File: src/rre_pkg.sv
// Package: shared widths, reset values, opcodes and carrier structs
package rre_pkg;

  // ------------------------------------------------------------------
  // Widths and sizes
  // ------------------------------------------------------------------
  localparam int DATA_W      = 32;
  localparam int WORD_W      = 16;
  localparam int PC_W        = 16;
  localparam int STACK_DEPTH = 8;
  localparam int SP_W        = 4;
  localparam int COND_W      = 8;
  localparam int DELAY_WORDS = 2;
  localparam int DCNT_W      = 2;

  // ------------------------------------------------------------------
  // Reset values and status bit positions
  // ------------------------------------------------------------------
  localparam logic [DATA_W-1:0] ACC_RST    = 32'h0000_0000;
  localparam logic [WORD_W-1:0] WORD_RST   = 16'h0000;
  localparam logic [PC_W-1:0]   PC_RST     = 16'h0000;
  localparam logic [SP_W-1:0]   SP_RST     = 4'h0;
  localparam logic [DCNT_W-1:0] DCNT_ONE   = 2'h1;
  localparam int  ST_A_INTM_POS  = 9;   // Global irq mask in status_reg_a
  localparam int  ST_B_CARRY_POS = 9;   // Carry in status_reg_b
  localparam int  ST_B_HM_POS    = 6;   // hold_mode_bit in status_reg_b
  localparam int  ST_B_FSM_POS   = 5;   // frame_sync_mode_bit in status_reg_b

  // ------------------------------------------------------------------
  // Operations
  // ------------------------------------------------------------------
  typedef enum logic [3:0] {
    RRE_OP_NOP                 = 4'h0,
    RRE_OP_COND_RETURN         = 4'h1,
    RRE_OP_COND_RETURN_DELAYED = 4'h2,
    RRE_OP_IRQ_RETURN_ENABLE   = 4'h3,
    RRE_OP_IRQ_RETURN          = 4'h4,
    RRE_OP_CLEAR_FRAME_SYNC    = 4'h5,
    RRE_OP_CLEAR_HOLD_MODE     = 4'h6,
    RRE_OP_ACC_ROTATE_LEFT     = 4'h7,
    RRE_OP_ACC_ROTATE_RIGHT    = 4'h8,
    RRE_OP_PAIR_ROTATE_LEFT    = 4'h9,
    RRE_OP_PAIR_ROTATE_RIGHT   = 4'ha,
    RRE_OP_PUSH_CALL           = 4'hb,
    RRE_OP_IRQ_TAKE            = 4'hc
  } rre_op_e;

  typedef enum logic [1:0] {
    RRE_ST_RUN   = 2'b00,
    RRE_ST_DELAY = 2'b01
  } rre_state_e;

  // ------------------------------------------------------------------
  // Carrier structs
  // ------------------------------------------------------------------
  typedef struct packed {
    logic [DATA_W-1:0] acc;
    logic [DATA_W-1:0] acc_buffer;
    logic [DATA_W-1:0] product_reg;
    logic [WORD_W-1:0] status_reg_a;
    logic [WORD_W-1:0] status_reg_b;
    logic [WORD_W-1:0] proc_mode_status;
    logic [WORD_W-1:0] aux_compare_reg;
    logic [WORD_W-1:0] index_reg;
    logic [WORD_W-1:0] temp_reg_a;
    logic [WORD_W-1:0] temp_reg_b;
    logic [WORD_W-1:0] temp_reg_c;
  } rre_ctx_s;

  localparam rre_ctx_s CTX_RST = '{ACC_RST, ACC_RST, ACC_RST, WORD_RST,
    WORD_RST, WORD_RST, WORD_RST, WORD_RST, WORD_RST, WORD_RST, WORD_RST};

  typedef struct packed {
    logic              valid;
    rre_op_e           op;
    logic [COND_W-1:0] cond_mask;
    logic [COND_W-1:0] cond_true;
    logic              word_done;
    logic [PC_W-1:0]   push_pc;
  } rre_req_s;

  typedef struct packed {
    logic            pc_load;
    logic [PC_W-1:0] pc_value;
    logic            busy_delay;
  } rre_flow_s;

endpackage

File: src/rre_exec_unit.sv
// Return, rotate and mode-clear execution unit of the core
//
// Contract
// - A met conditional return pops the stack into the PC, else nothing.
// - A delayed conditional return lands after two more words execute.
// - The enabling irq return pops into the PC and clears the irq mask.
// - The enabling irq return copies every shadow into its working reg.
// - Shadows cover both accs, product, status, mode, compare, index, temps.
// - The plain irq return pops to the PC, restores shadows, forces no mask.
// - The frame sync clear sets the frame sync mode bit to zero.
// - The hold mode clear instruction sets the hold mode bit to zero.
// - The accumulator rotate left moves the accumulator left by one bit.
// - The accumulator rotate right moves the accumulator right by one bit.
// - The pair rotate left turns buffer and acc left as one 65-bit ring.
// - The pair rotate right turns buffer and acc right as one 65-bit ring.
`timescale 1ns/1ps

module rre_exec_unit
  import rre_pkg::*;
(
  input  wire logic                SYS_CLK,
  input  wire logic                RESET,
  input  wire rre_pkg::rre_req_s   REQ,
  input  wire logic                LOAD_CTX,
  input  wire rre_pkg::rre_ctx_s   LOAD_VALUE,
  output rre_pkg::rre_ctx_s        CTX,
  output rre_pkg::rre_ctx_s        SHADOW,
  output rre_pkg::rre_flow_s       FLOW,
  output logic [rre_pkg::SP_W-1:0] STACK_LEVEL
);

  import rre_pkg::*;

  // ------------------------------------------------------------------
  // State
  // ------------------------------------------------------------------
  typedef struct packed {
    rre_ctx_s          ctx;
    rre_ctx_s          shadow;
    rre_state_e        state;
    logic [DCNT_W-1:0] dcnt;
    logic [PC_W-1:0]   ret_pc;
    rre_flow_s         flow;
  } rre_unit_s;

  rre_unit_s       r;
  rre_unit_s       next_r;
  logic            stk_push;
  logic            stk_pop;
  logic [PC_W-1:0] stk_top;

  // True when all selected conditions hold; empty mask means always
  function automatic logic conds_met(input logic [COND_W-1:0] mask,
                                     input logic [COND_W-1:0] truth);
    conds_met = ((mask & truth) == mask);
  endfunction

  // Rotate a vector one place through carry, returning {carry, value}
  function automatic logic [2*DATA_W:0] rot_thru_carry(
    input logic [2*DATA_W-1:0] v,
    input logic                cin,
    input logic                left,
    input logic                pair);
    logic [2*DATA_W:0] res;
    res = '0;
    if (pair)
    begin
      if (left)
        res = {v[2*DATA_W-1], v[2*DATA_W-2:0], cin};
      else
        res = {v[0], cin, v[2*DATA_W-1:1]};
    end
    else
    begin
      if (left)
        res = {v[DATA_W-1], DATA_W'(0), v[DATA_W-2:0], cin};
      else
        res = {v[0], DATA_W'(0), cin, v[DATA_W-1:1]};
    end
    rot_thru_carry = res;
  endfunction

  // Pair rotates also move the buffer half; acc-only ones leave it alone
  function automatic logic is_pair_rot(input rre_op_e op);
    is_pair_rot = (op == RRE_OP_PAIR_ROTATE_LEFT ||
                   op == RRE_OP_PAIR_ROTATE_RIGHT);
  endfunction

  // Left rotates of either width
  function automatic logic is_left_rot(input rre_op_e op);
    is_left_rot = (op == RRE_OP_ACC_ROTATE_LEFT ||
                   op == RRE_OP_PAIR_ROTATE_LEFT);
  endfunction

  // ------------------------------------------------------------------
  // Return-address stack
  // ------------------------------------------------------------------
  rre_stack #(
    .DEPTH (STACK_DEPTH)
  ) u_stack (
    .clk        (SYS_CLK),
    .reset      (RESET),
    .push       (stk_push),
    .push_value (REQ.push_pc),
    .pop        (stk_pop),
    .top        (stk_top),
    .level      (STACK_LEVEL)
  );

  // Stack push for calls and interrupt entry, pop on taken returns
  always_comb
  begin
    stk_push = REQ.valid && (REQ.op == RRE_OP_PUSH_CALL ||
                             REQ.op == RRE_OP_IRQ_TAKE);
    stk_pop  = 1'b0;
    if (REQ.valid && r.state == RRE_ST_RUN)
    begin
      case (REQ.op)
        RRE_OP_COND_RETURN, RRE_OP_COND_RETURN_DELAYED:
          stk_pop = conds_met(REQ.cond_mask, REQ.cond_true);
        RRE_OP_IRQ_RETURN_ENABLE, RRE_OP_IRQ_RETURN:
          stk_pop = 1'b1;
        default:
          stk_pop = 1'b0;
      endcase
    end
  end

  // ------------------------------------------------------------------
  // Next-state logic
  // ------------------------------------------------------------------
  always_comb
  begin
    logic [2*DATA_W:0] rot;
    logic              cin;
    rot    = '0;
    cin    = r.ctx.status_reg_b[ST_B_CARRY_POS];
    next_r = r;
    next_r.flow.pc_load = 1'b0;

    // Software load of working context (e.g. by other instructions)
    if (LOAD_CTX)
      next_r.ctx = LOAD_VALUE;

    // Delay slot counting; non-return ops in the slots still execute
    if (r.state == RRE_ST_DELAY && REQ.valid && REQ.word_done)
    begin
      if (r.dcnt == DCNT_ONE)
      begin
        next_r.state         = RRE_ST_RUN;
        next_r.dcnt          = '0;
        next_r.flow.pc_load  = 1'b1;
        next_r.flow.pc_value = r.ret_pc;
      end
      else
        next_r.dcnt = r.dcnt - DCNT_ONE;
    end

    if (REQ.valid)
    begin
      case (REQ.op)
        RRE_OP_COND_RETURN:
          if (r.state == RRE_ST_RUN && stk_pop)
          begin
            next_r.flow.pc_load  = 1'b1;
            next_r.flow.pc_value = stk_top;
          end
        RRE_OP_COND_RETURN_DELAYED:
          if (r.state == RRE_ST_RUN && stk_pop)
          begin
            next_r.state  = RRE_ST_DELAY;
            next_r.dcnt   = DCNT_W'(DELAY_WORDS);
            next_r.ret_pc = stk_top;
          end
        RRE_OP_IRQ_RETURN_ENABLE, RRE_OP_IRQ_RETURN:
          if (r.state == RRE_ST_RUN)
          begin
            next_r.flow.pc_load  = 1'b1;
            next_r.flow.pc_value = stk_top;
            next_r.ctx           = r.shadow;
            if (REQ.op == RRE_OP_IRQ_RETURN_ENABLE)
              next_r.ctx.status_reg_a[ST_A_INTM_POS] = 1'b0;
          end
        RRE_OP_IRQ_TAKE:
          // Capture all shadowed registers at interrupt entry
          next_r.shadow = r.ctx;
        RRE_OP_CLEAR_FRAME_SYNC:
          next_r.ctx.status_reg_b[ST_B_FSM_POS] = 1'b0;
        RRE_OP_CLEAR_HOLD_MODE:
          next_r.ctx.status_reg_b[ST_B_HM_POS] = 1'b0;
        RRE_OP_ACC_ROTATE_LEFT, RRE_OP_ACC_ROTATE_RIGHT,
        RRE_OP_PAIR_ROTATE_LEFT, RRE_OP_PAIR_ROTATE_RIGHT:
        begin
          // Rotates read the old context, so a same-cycle load of the rotated bits and carry is overruled
          rot = rot_thru_carry({r.ctx.acc_buffer, r.ctx.acc}, cin,
                               is_left_rot(REQ.op),
                               is_pair_rot(REQ.op));
          next_r.ctx.acc = rot[DATA_W-1:0];
          if (is_pair_rot(REQ.op))
            next_r.ctx.acc_buffer = rot[2*DATA_W-1:DATA_W];
          next_r.ctx.status_reg_b[ST_B_CARRY_POS] = rot[2*DATA_W];
        end
        default:
          next_r.ctx = next_r.ctx;
      endcase
    end
    next_r.flow.busy_delay = (next_r.state == RRE_ST_DELAY);
  end

  // ------------------------------------------------------------------
  // State register
  // ------------------------------------------------------------------
  always_ff @(posedge SYS_CLK)
  begin
    if (RESET)
    begin
      r.ctx    <= CTX_RST;
      r.shadow <= CTX_RST;
      r.state  <= RRE_ST_RUN;
      r.dcnt   <= '0;
      r.ret_pc <= PC_RST;
      r.flow   <= '{pc_load: 1'b0, pc_value: PC_RST, busy_delay: 1'b0};
    end
    else
      r <= next_r;
  end

  assign CTX    = r.ctx;
  assign SHADOW = r.shadow;
  assign FLOW   = r.flow;

endmodule

File: src/rre_stack.sv
// Hardware return-address stack with push and pop
`timescale 1ns/1ps

module rre_stack
  import rre_pkg::*;
#(
  parameter int DEPTH = STACK_DEPTH
)
(
  input  wire logic                       clk,
  input  wire logic                       reset,
  input  wire logic                       push,
  input  wire logic [rre_pkg::PC_W-1:0]   push_value,
  input  wire logic                       pop,
  output logic      [rre_pkg::PC_W-1:0]   top,
  output logic      [rre_pkg::SP_W-1:0]   level
);

  import rre_pkg::*;

  // ------------------------------------------------------------------
  // Storage
  // ------------------------------------------------------------------
  typedef struct packed {
    logic [SP_W-1:0] sp;
  } rre_stk_s;

  logic [PC_W-1:0] mem [DEPTH];
  rre_stk_s        r;
  rre_stk_s        next_r;

  // Top entry; an empty stack returns zero instead of stale data
  assign top   = (r.sp == SP_RST) ? PC_RST : mem[(SP_W-1)'(r.sp - 4'h1)];
  assign level = r.sp;

  // Pointer update; overflow saturates, underflow holds at empty
  always_comb
  begin
    next_r = r;
    if (push && !pop && r.sp != SP_W'(DEPTH))
      next_r.sp = r.sp + 4'h1;
    else if (pop && !push && r.sp != SP_RST)
      next_r.sp = r.sp - 4'h1;
  end

  always_ff @(posedge clk)
  begin
    if (reset)
      r <= '{sp: SP_RST};
    else
      r <= next_r;
  end

  // Entries hold no reset; they are only read below the pointer
  always_ff @(posedge clk)
  begin
    if (push && !pop && r.sp != SP_W'(DEPTH))
      mem[r.sp[SP_W-2:0]] <= push_value;
  end

endmodule

File: config.mk
export PLATFORM = sky130hd
export DESIGN_NAME = rre_exec_unit
export DESIGN_NICKNAME = d
export VERILOG_FILES = /design/src/rre_pkg.sv /design/src/rre_exec_unit.sv /design/src/rre_stack.sv
export SDC_FILE = /design/constraint.sdc
export NUM_CORES = 1
export LEC_CHECK = 0
export BUFFER_PORTS_ARGS = -buffer_cell sky130_fd_sc_hd__buf_4
export CAP_MARGIN = 5
export CELL_PAD_IN_SITES_DETAIL_PLACEMENT = 1
export CELL_PAD_IN_SITES_GLOBAL_PLACEMENT = 2
export CORE_UTILIZATION = 35
export CTS_CLUSTER_SIZE = 12
export DETAILED_ROUTE_END_ITERATION = 8
export PLACE_DENSITY_LB_ADDON = 0.05
export SKIP_LAST_GASP = 1
export SLEW_MARGIN = 20
export SYNTH_ARGS = -nofsm -noshare
export SYNTH_HDL_FRONTEND = slang
export SYNTH_SLANG_ARGS = --single-unit
export TNS_END_PERCENT = 30
File: constraint.sdc
create_clock -name SYS_CLK -period 10.32 [get_ports SYS_CLK]
set_clock_uncertainty 0.1 [all_clocks]
set_input_delay 2.064 -clock SYS_CLK [delete_from_list [all_inputs] [get_ports SYS_CLK]]
set_output_delay 2.064 -clock SYS_CLK [all_outputs]
set_load 0.01 [all_outputs]
# --- Word-level counts from Yosys, hierarchy flattened ---
# Memories as Yosys holds them, arrays and structs flattened.
# Index checks and enable logic that the tools add are counted.
# W data, S select, Z words.
totals:
  in_bits: 265
  regBits: 490
  output_inout_bits: 470
  ram_bits: 128
  mem_count: 1
  elab_cells: 107
classes:
  bitwise: 1
  reduce_logical: 23
  n_addsub: 3
  eq_ne: 17
  n_mux: 33
mem_list:
  columns: ["name", "depth", "word_bits", "rd", "rd_ports_with_merged_regs", "wr", "line_no", "text"]
  rows:
  - ["u_stack.mem", 8, 16, 1, 0, 1, "rre_stack.sv:28", "logic [PC_W-1:0] mem [DEPTH];"]
op_table:
  columns: ["op", "n"]
  rows:
  - ["$mux W224", 3]
  - ["$mux W485", 1]
  - ["$mux W65", 3]
  - ["$pmux W64 S2", 1]
  - ["$mux W101", 1]
  - ["$mux W17", 4]
  - ["$mux W54", 1]
  - ["$mux W20", 2]
  - ["$pmux W17 S2", 1]
  - ["$mux W32", 1]
  - ["$eq A4 B4 Y1 const B", 5]
  - ["$eq A4 B3 Y1 const B", 4]
  - ["$mux W16", 1]
  - ["$mux W4", 3]
  - ["$logic_and A1 B1 Y1", 9]
  - ["$and A8 B8 Y8", 1]
  - ["$eq A4 B2 Y1 const B", 2]
  - ["$eq A8 B8 Y1", 1]
  - ["$pmux W1 S2", 4]
  - ["$eq A2 B1 Y1 const B", 3]
  - ["$mux W2", 3]
  - ["$add A4 B1 Y4 const B", 1]
  - ["$eq A4 B1 Y1 const B", 1]
  - ["$logic_not A4 Y1", 1]
  - ["13 further kinds", 20]

# --- Logic depth before layout (Yosys ltp) ---
depth:
  ltp_word: 9
  ltp_mapped: 10
  depth_no_buf: 8

# --- Cells and area by module ---
# Synthesis repeated with hierarchy kept, for this count alone.
unflattened:
  hier_cells: 3042
  hier_area_um2: 29384.4
modules_own_cells:
  columns: ["mod", "cells_per_inst", "area_each_um2", "instances"]
  rows:
  - ["rre_exec_unit", 2777, 24194.5, 1]
  - ["rre_stack", 265, 5190.0, 1]

# --- Worst setup path before layout ---
# Ideal clock, no wire load.
synth_path:
  kind: "input to register"
  startpoint: "input REQ[33] in the netlist's numbering"
  endpoint: "memory u_stack.mem[0][0], enable pin"
  path_buffers: 2
  path_stages: 5
  path_slack_ns: 5.100
  setup_time_ns: 0.430
  arrival_ns: 4.690
  required_ns: 9.790
  cell_sequence: "buf_6 or3b_1 buf_6 a221o_4 nor4_1"
synth_between:
  elab_chain_len: 9
  elab_cells_between_ends: 17
  classes_between: "eq/ne (6); mux (4); reduce/logical (7)"
synth_lines:
  columns: ["item", "line_no", "text"]
  rows:
  - ["start: declaration", "rre_exec_unit.sv:23", "input wire rre_pkg::rre_req_s REQ,"]
  - ["$eq A4 B2 Y1, or another cell as far along", "rre_exec_unit.sv:118", "case (REQ.op)"]
  - ["$reduce_or A2 Y1", "rre_exec_unit.sv:118", null]
  - ["$pmux W1 S2", "rre_exec_unit.sv:118", null]
  - ["$mux W1", "rre_exec_unit.sv:116", "if (REQ.valid && r.state == RRE_ST_RUN)"]
  - ["$logic_not A1 Y1", "rre_stack.sv:57", "if (push && !pop && r.sp != SP_W'(DEPTH))"]
  - ["$logic_and A1 B1 Y1 (*) (2 in series)", "rre_stack.sv:57", null]
  - ["$mux W1 (*)", "rre_stack.sv:57", null]
  - ["$mux W1 (not written as such) (*)", "rre_stack.sv:58", "mem[r.sp[SP_W-2:0]] <= push_value;"]
  - ["end: declaration", "rre_stack.sv:28", null]
# Mark *: on every way between the ends. The rest lies on a longest branch, timed or not.

# --- Worst setup path in the final report ---
layout_path:
  startpoint: "input REQ[35] in the netlist's numbering"
  endpoint: "register r, in the netlist CTX[95]"
layout_between:
  elab_chain_len: 4
  elab_cells_between_ends: 5
  classes_between: "eq/ne (2); mux (2); reduce/logical (1)"
layout_lines:
  columns: ["item", "line_no", "text"]
  rows:
  - ["$eq A4 B2 Y1 or $eq A4 B3 Y1 (tied branches)", "rre_exec_unit.sv:161", "case (REQ.op)"]
  - ["$reduce_or A2 Y1 (*)", "rre_exec_unit.sv:161", null]
  - ["$mux W101 (*)", "rre_exec_unit.sv:161", null]
  - ["$mux W485 (*)", "rre_exec_unit.sv:159", "if (REQ.valid)"]
  - ["end signal: assignment", "rre_exec_unit.sv:225", "r <= next_r;"]
  - ["end: declaration", "rre_exec_unit.sv:46", "rre_unit_s r;"]
# Marked as above.
# A chain may end at the register's enable or synchronous reset.

==> run_results.csv <==
group,metric,value,unit
yosys,synth_edf_count,128,
setup_path,cp.arrival,5450,ps
placed_design,routabilityCongestion,0.8026,
setup_path,regToRegStartpoint,"r[37]",
job,cap_violations,0,
clock_network,worstSkewPairLatency,630,ps
final_layout,final_common_cell,"buf_4",
detailed_routing,total_number_of_vias,22230,
clock_network,ctsHoldBuffers,0,
placed_design,detailed_place_hpwl,72180,um
clock_network,max-clock-path-buffers,3,
setup_path,worst-r2r-setup-slack,6640,ps
timing,achievable-frequency,198.4,MHz
timing,final_min_period_over_clock_period,48.85,%
grt,gr-total-overflow,0,
setup_path,endpoint_kind,"register",
placed_design,postPlaceCellArea,31710,sq um
yosys,yosys_warnings,0,
setup_path,criticalPathCategory,"in -> reg",
detailed_routing,wl_per_cell,24.14,um
yosys,synth-main-ff-cell,"dfxtp_1",
clock_network,cts_tree,"done",
power,ir_drop,137.4,uV
final_layout,utilization,42.10,%
grt,grt_antenna_before_repair,15,
setup_path,timing.critical_path.from_type,"input port",
die,io-pin-count,735,
timing,timing_max_transition_violations_final,0,
clock_network,numCtsBuffers,74,
worst_hold_path,hold_path.class,"reg -> reg",
timing,worst_pin_slew,1131,ps
detailed_routing,vias_per_cell,5.123,
final_layout,layout-area-overhead-vs-synth,18.18,%
final_layout,design.final.nets,3483,
detailed_routing,wirelength,104700,um
yosys,synthesis.area_per_instance,9.444,sq um
detailed_routing,route.antenna.remaining_nets,0,
final_layout,final_cell_area_excluding_filler_cells,34130,sq um
detailed_routing,drt_pass1_iterations,5,
clock_network,cts_root_buffer,"clkbuf_16",
die,start_util,35.62,%
timing,setup_viol_count_final,0,
grt,gr-usage-all-layers,23.92,%
yosys,post_synth_num_cell_types,55,
setup_path,critPathMaxFanout,99,
setup_path,cp.required,10730,ps
clock_network,h-tree-depth,3,
setup_path,timing.reg2reg.worst_path_depth,7,
timing,final_period_minus_worst_setup_slack,5041,ps
power,cellLeakagePower,14.13,nW
die,design.die.area,83660,sq um
final_layout,most-common-layout-cells,"755 x buf_4, 556 x nand2_1, 489 x dfxtp_1",
die,num_rows,104,
yosys,synthArstFlopShare,0,%
detailed_routing,drt_iter0_markers,966,
placed_design,placement.io_buffers,734,
timing,timing_hold_violations_final,0,
die,die_x,289.2,um
yosys,seq_total_area_yosys,47.28,%
timing,relative_slew_slack,24.59,%
setup_path,critPathCapture,"CTX[95]",
detailed_routing,remaining_drc_errors,0,
grt,grt_pass1_wl,151400,um
yosys,ys_ff_latch,618,
setup_path,worstSetupStartpoint,"REQ[35]",
status,outcome,"finished clean",
yosys,postSynthNetCount,3326,
clock_network,cts_num_sinks,618,
die,die_h,289.2,um
timing,fin_hold_ws,351.7,ps
power,power_density,168.3,nW/um^2
clock_network,cts.repair_timing.setup_buffer_count,0,
clock_network,post_cts_resized,0,
clock_network,clock_pin_slew_on_the_worst_setup_and_hold_paths,60,ps
timing,finalSetupTns,0,ps
grt,via_count_of_the_first_global_routing_pass,22810,
final_layout,proportion_of_layout_cells_with_a_drive_suffix_above_1,30.55,%
yosys,synth_area,28880,sq um
die,coreArea,81070,sq um
grt,pin_count_of_the_biggest_net_entering_global_routing,200,
yosys,netlist_instances,3058,
timing,grt_setup_unrepaired,"false",
setup_path,rr_endpoint,"CTX[95]",
cell families after synthesis:
logic type	after synthesis	share of synthesized area (%)
compound gates	594	12.66
simple gates	809	11.03
fa+ha+maj	3	0.1300
xor+xnor	5	0.1517
mux	338	13.46
flops	618	47.28
buf+inv	691	15.29
critical path, cell delays in order:
cell,delay (ps)
buf_4,160
or3b_1,400
a21oi_4,110
nand2_4,490
buf_4,910
buf_4,770
nor2_1,110
a211oi_1,270
worst min path at each step:
stage                     startpoint     to  slack, ps  cells past startpoint
after floorplan                r[18]  r[18]        330                      2
after global placement         r[33]  r[33]        340                      2
after detailed placement       r[23]  r[23]        350                      2
after CTS                      r[23]  r[23]        350                      2
after global routing           r[19]  r[19]        380                      2
final                          r[24]  r[24]        350                      2
flip-flops by register name, indices dropped and copies added (netlist names):
register       flops
CTX              224
FLOW              18
SHADOW           224
r                 20
u_stack.level      4
u_stack.mem      128
layer usage:
metal	track usage, %	routed length, um	share of wire, %	up-vias
met1	27.77	40820	39	11100
met5	0	92	0.088	-
met3	7.008	7483	7.1	154
met4	7.329	3125	3.0	14
met2	42.14	53200	51	571
li1	-	-	-	10390
Yosys cell counts (3+ instances only):
cell type / number / area (sq um)
mux4_2: 32 / 720.7
nand3b_1: 3 / 22.52
buf_1: 7 / 26.28
nor2_1: 203 / 762.0
dfxtp_1: 490 / 9809
a32o_1: 16 / 160.2
buf_4: 466 / 3498
nor3b_1: 3 / 22.52
o21ai_0: 9 / 45.04
xor2_1: 3 / 26.28
a22oi_1: 33 / 247.7
mux2i_1: 226 / 2262
nor3_1: 7 / 35.03
o22ai_1: 32 / 200.2
nand2b_1: 6 / 37.54
edfxtp_1: 128 / 3844
nor2b_1: 12 / 75.07
a21oi_1: 330 / 1652
mux2_2: 79 / 889.6
a211oi_1: 157 / 1179
and2_1: 3 / 18.77
inv_1: 11 / 41.29
ha_1: 3 / 37.54
clkbuf_1: 159 / 596.8
buf_2: 46 / 230.2
nand2_1: 557 / 2091
stage by stage:
stage / std cells / worst slack (ps) / power, mW
floorplan: 3058 / 5100 / 3.016
finish: 4339 / 5279 / 5.745
detailed placement: 4198 / 4693 / 3.251
CTS: 4329 / 5362 / 5.832
global route: 4335 / 5050 / 5.964
global placement: 4198 / 4855 / 3.239
power by group:
group,switching [mW],total (mW),internal (mW)
logic,0.308,0.581,0.273
clock network,1.09,2.55,1.46
registers,0.0750,2.61,2.54
total,1.47,5.74,4.27
final cells by class:
| cell class | count | area (sq um) |
|---|---|---|
| tap | 1060 | 1326 |
| fill | 9165 | 46940 |
| timing repair buffer | 761 | 5786 |
| multi-input combinational | 1749 | 10930 |
| antenna | 9 | 22.52 |
| clock buffer | 117 | 2173 |
| sequential | 618 | 13650 |
| inverter | 11 | 41.29 |
| clock inverter | 14 | 196.4 |
(Power assumes the default switching activity.)
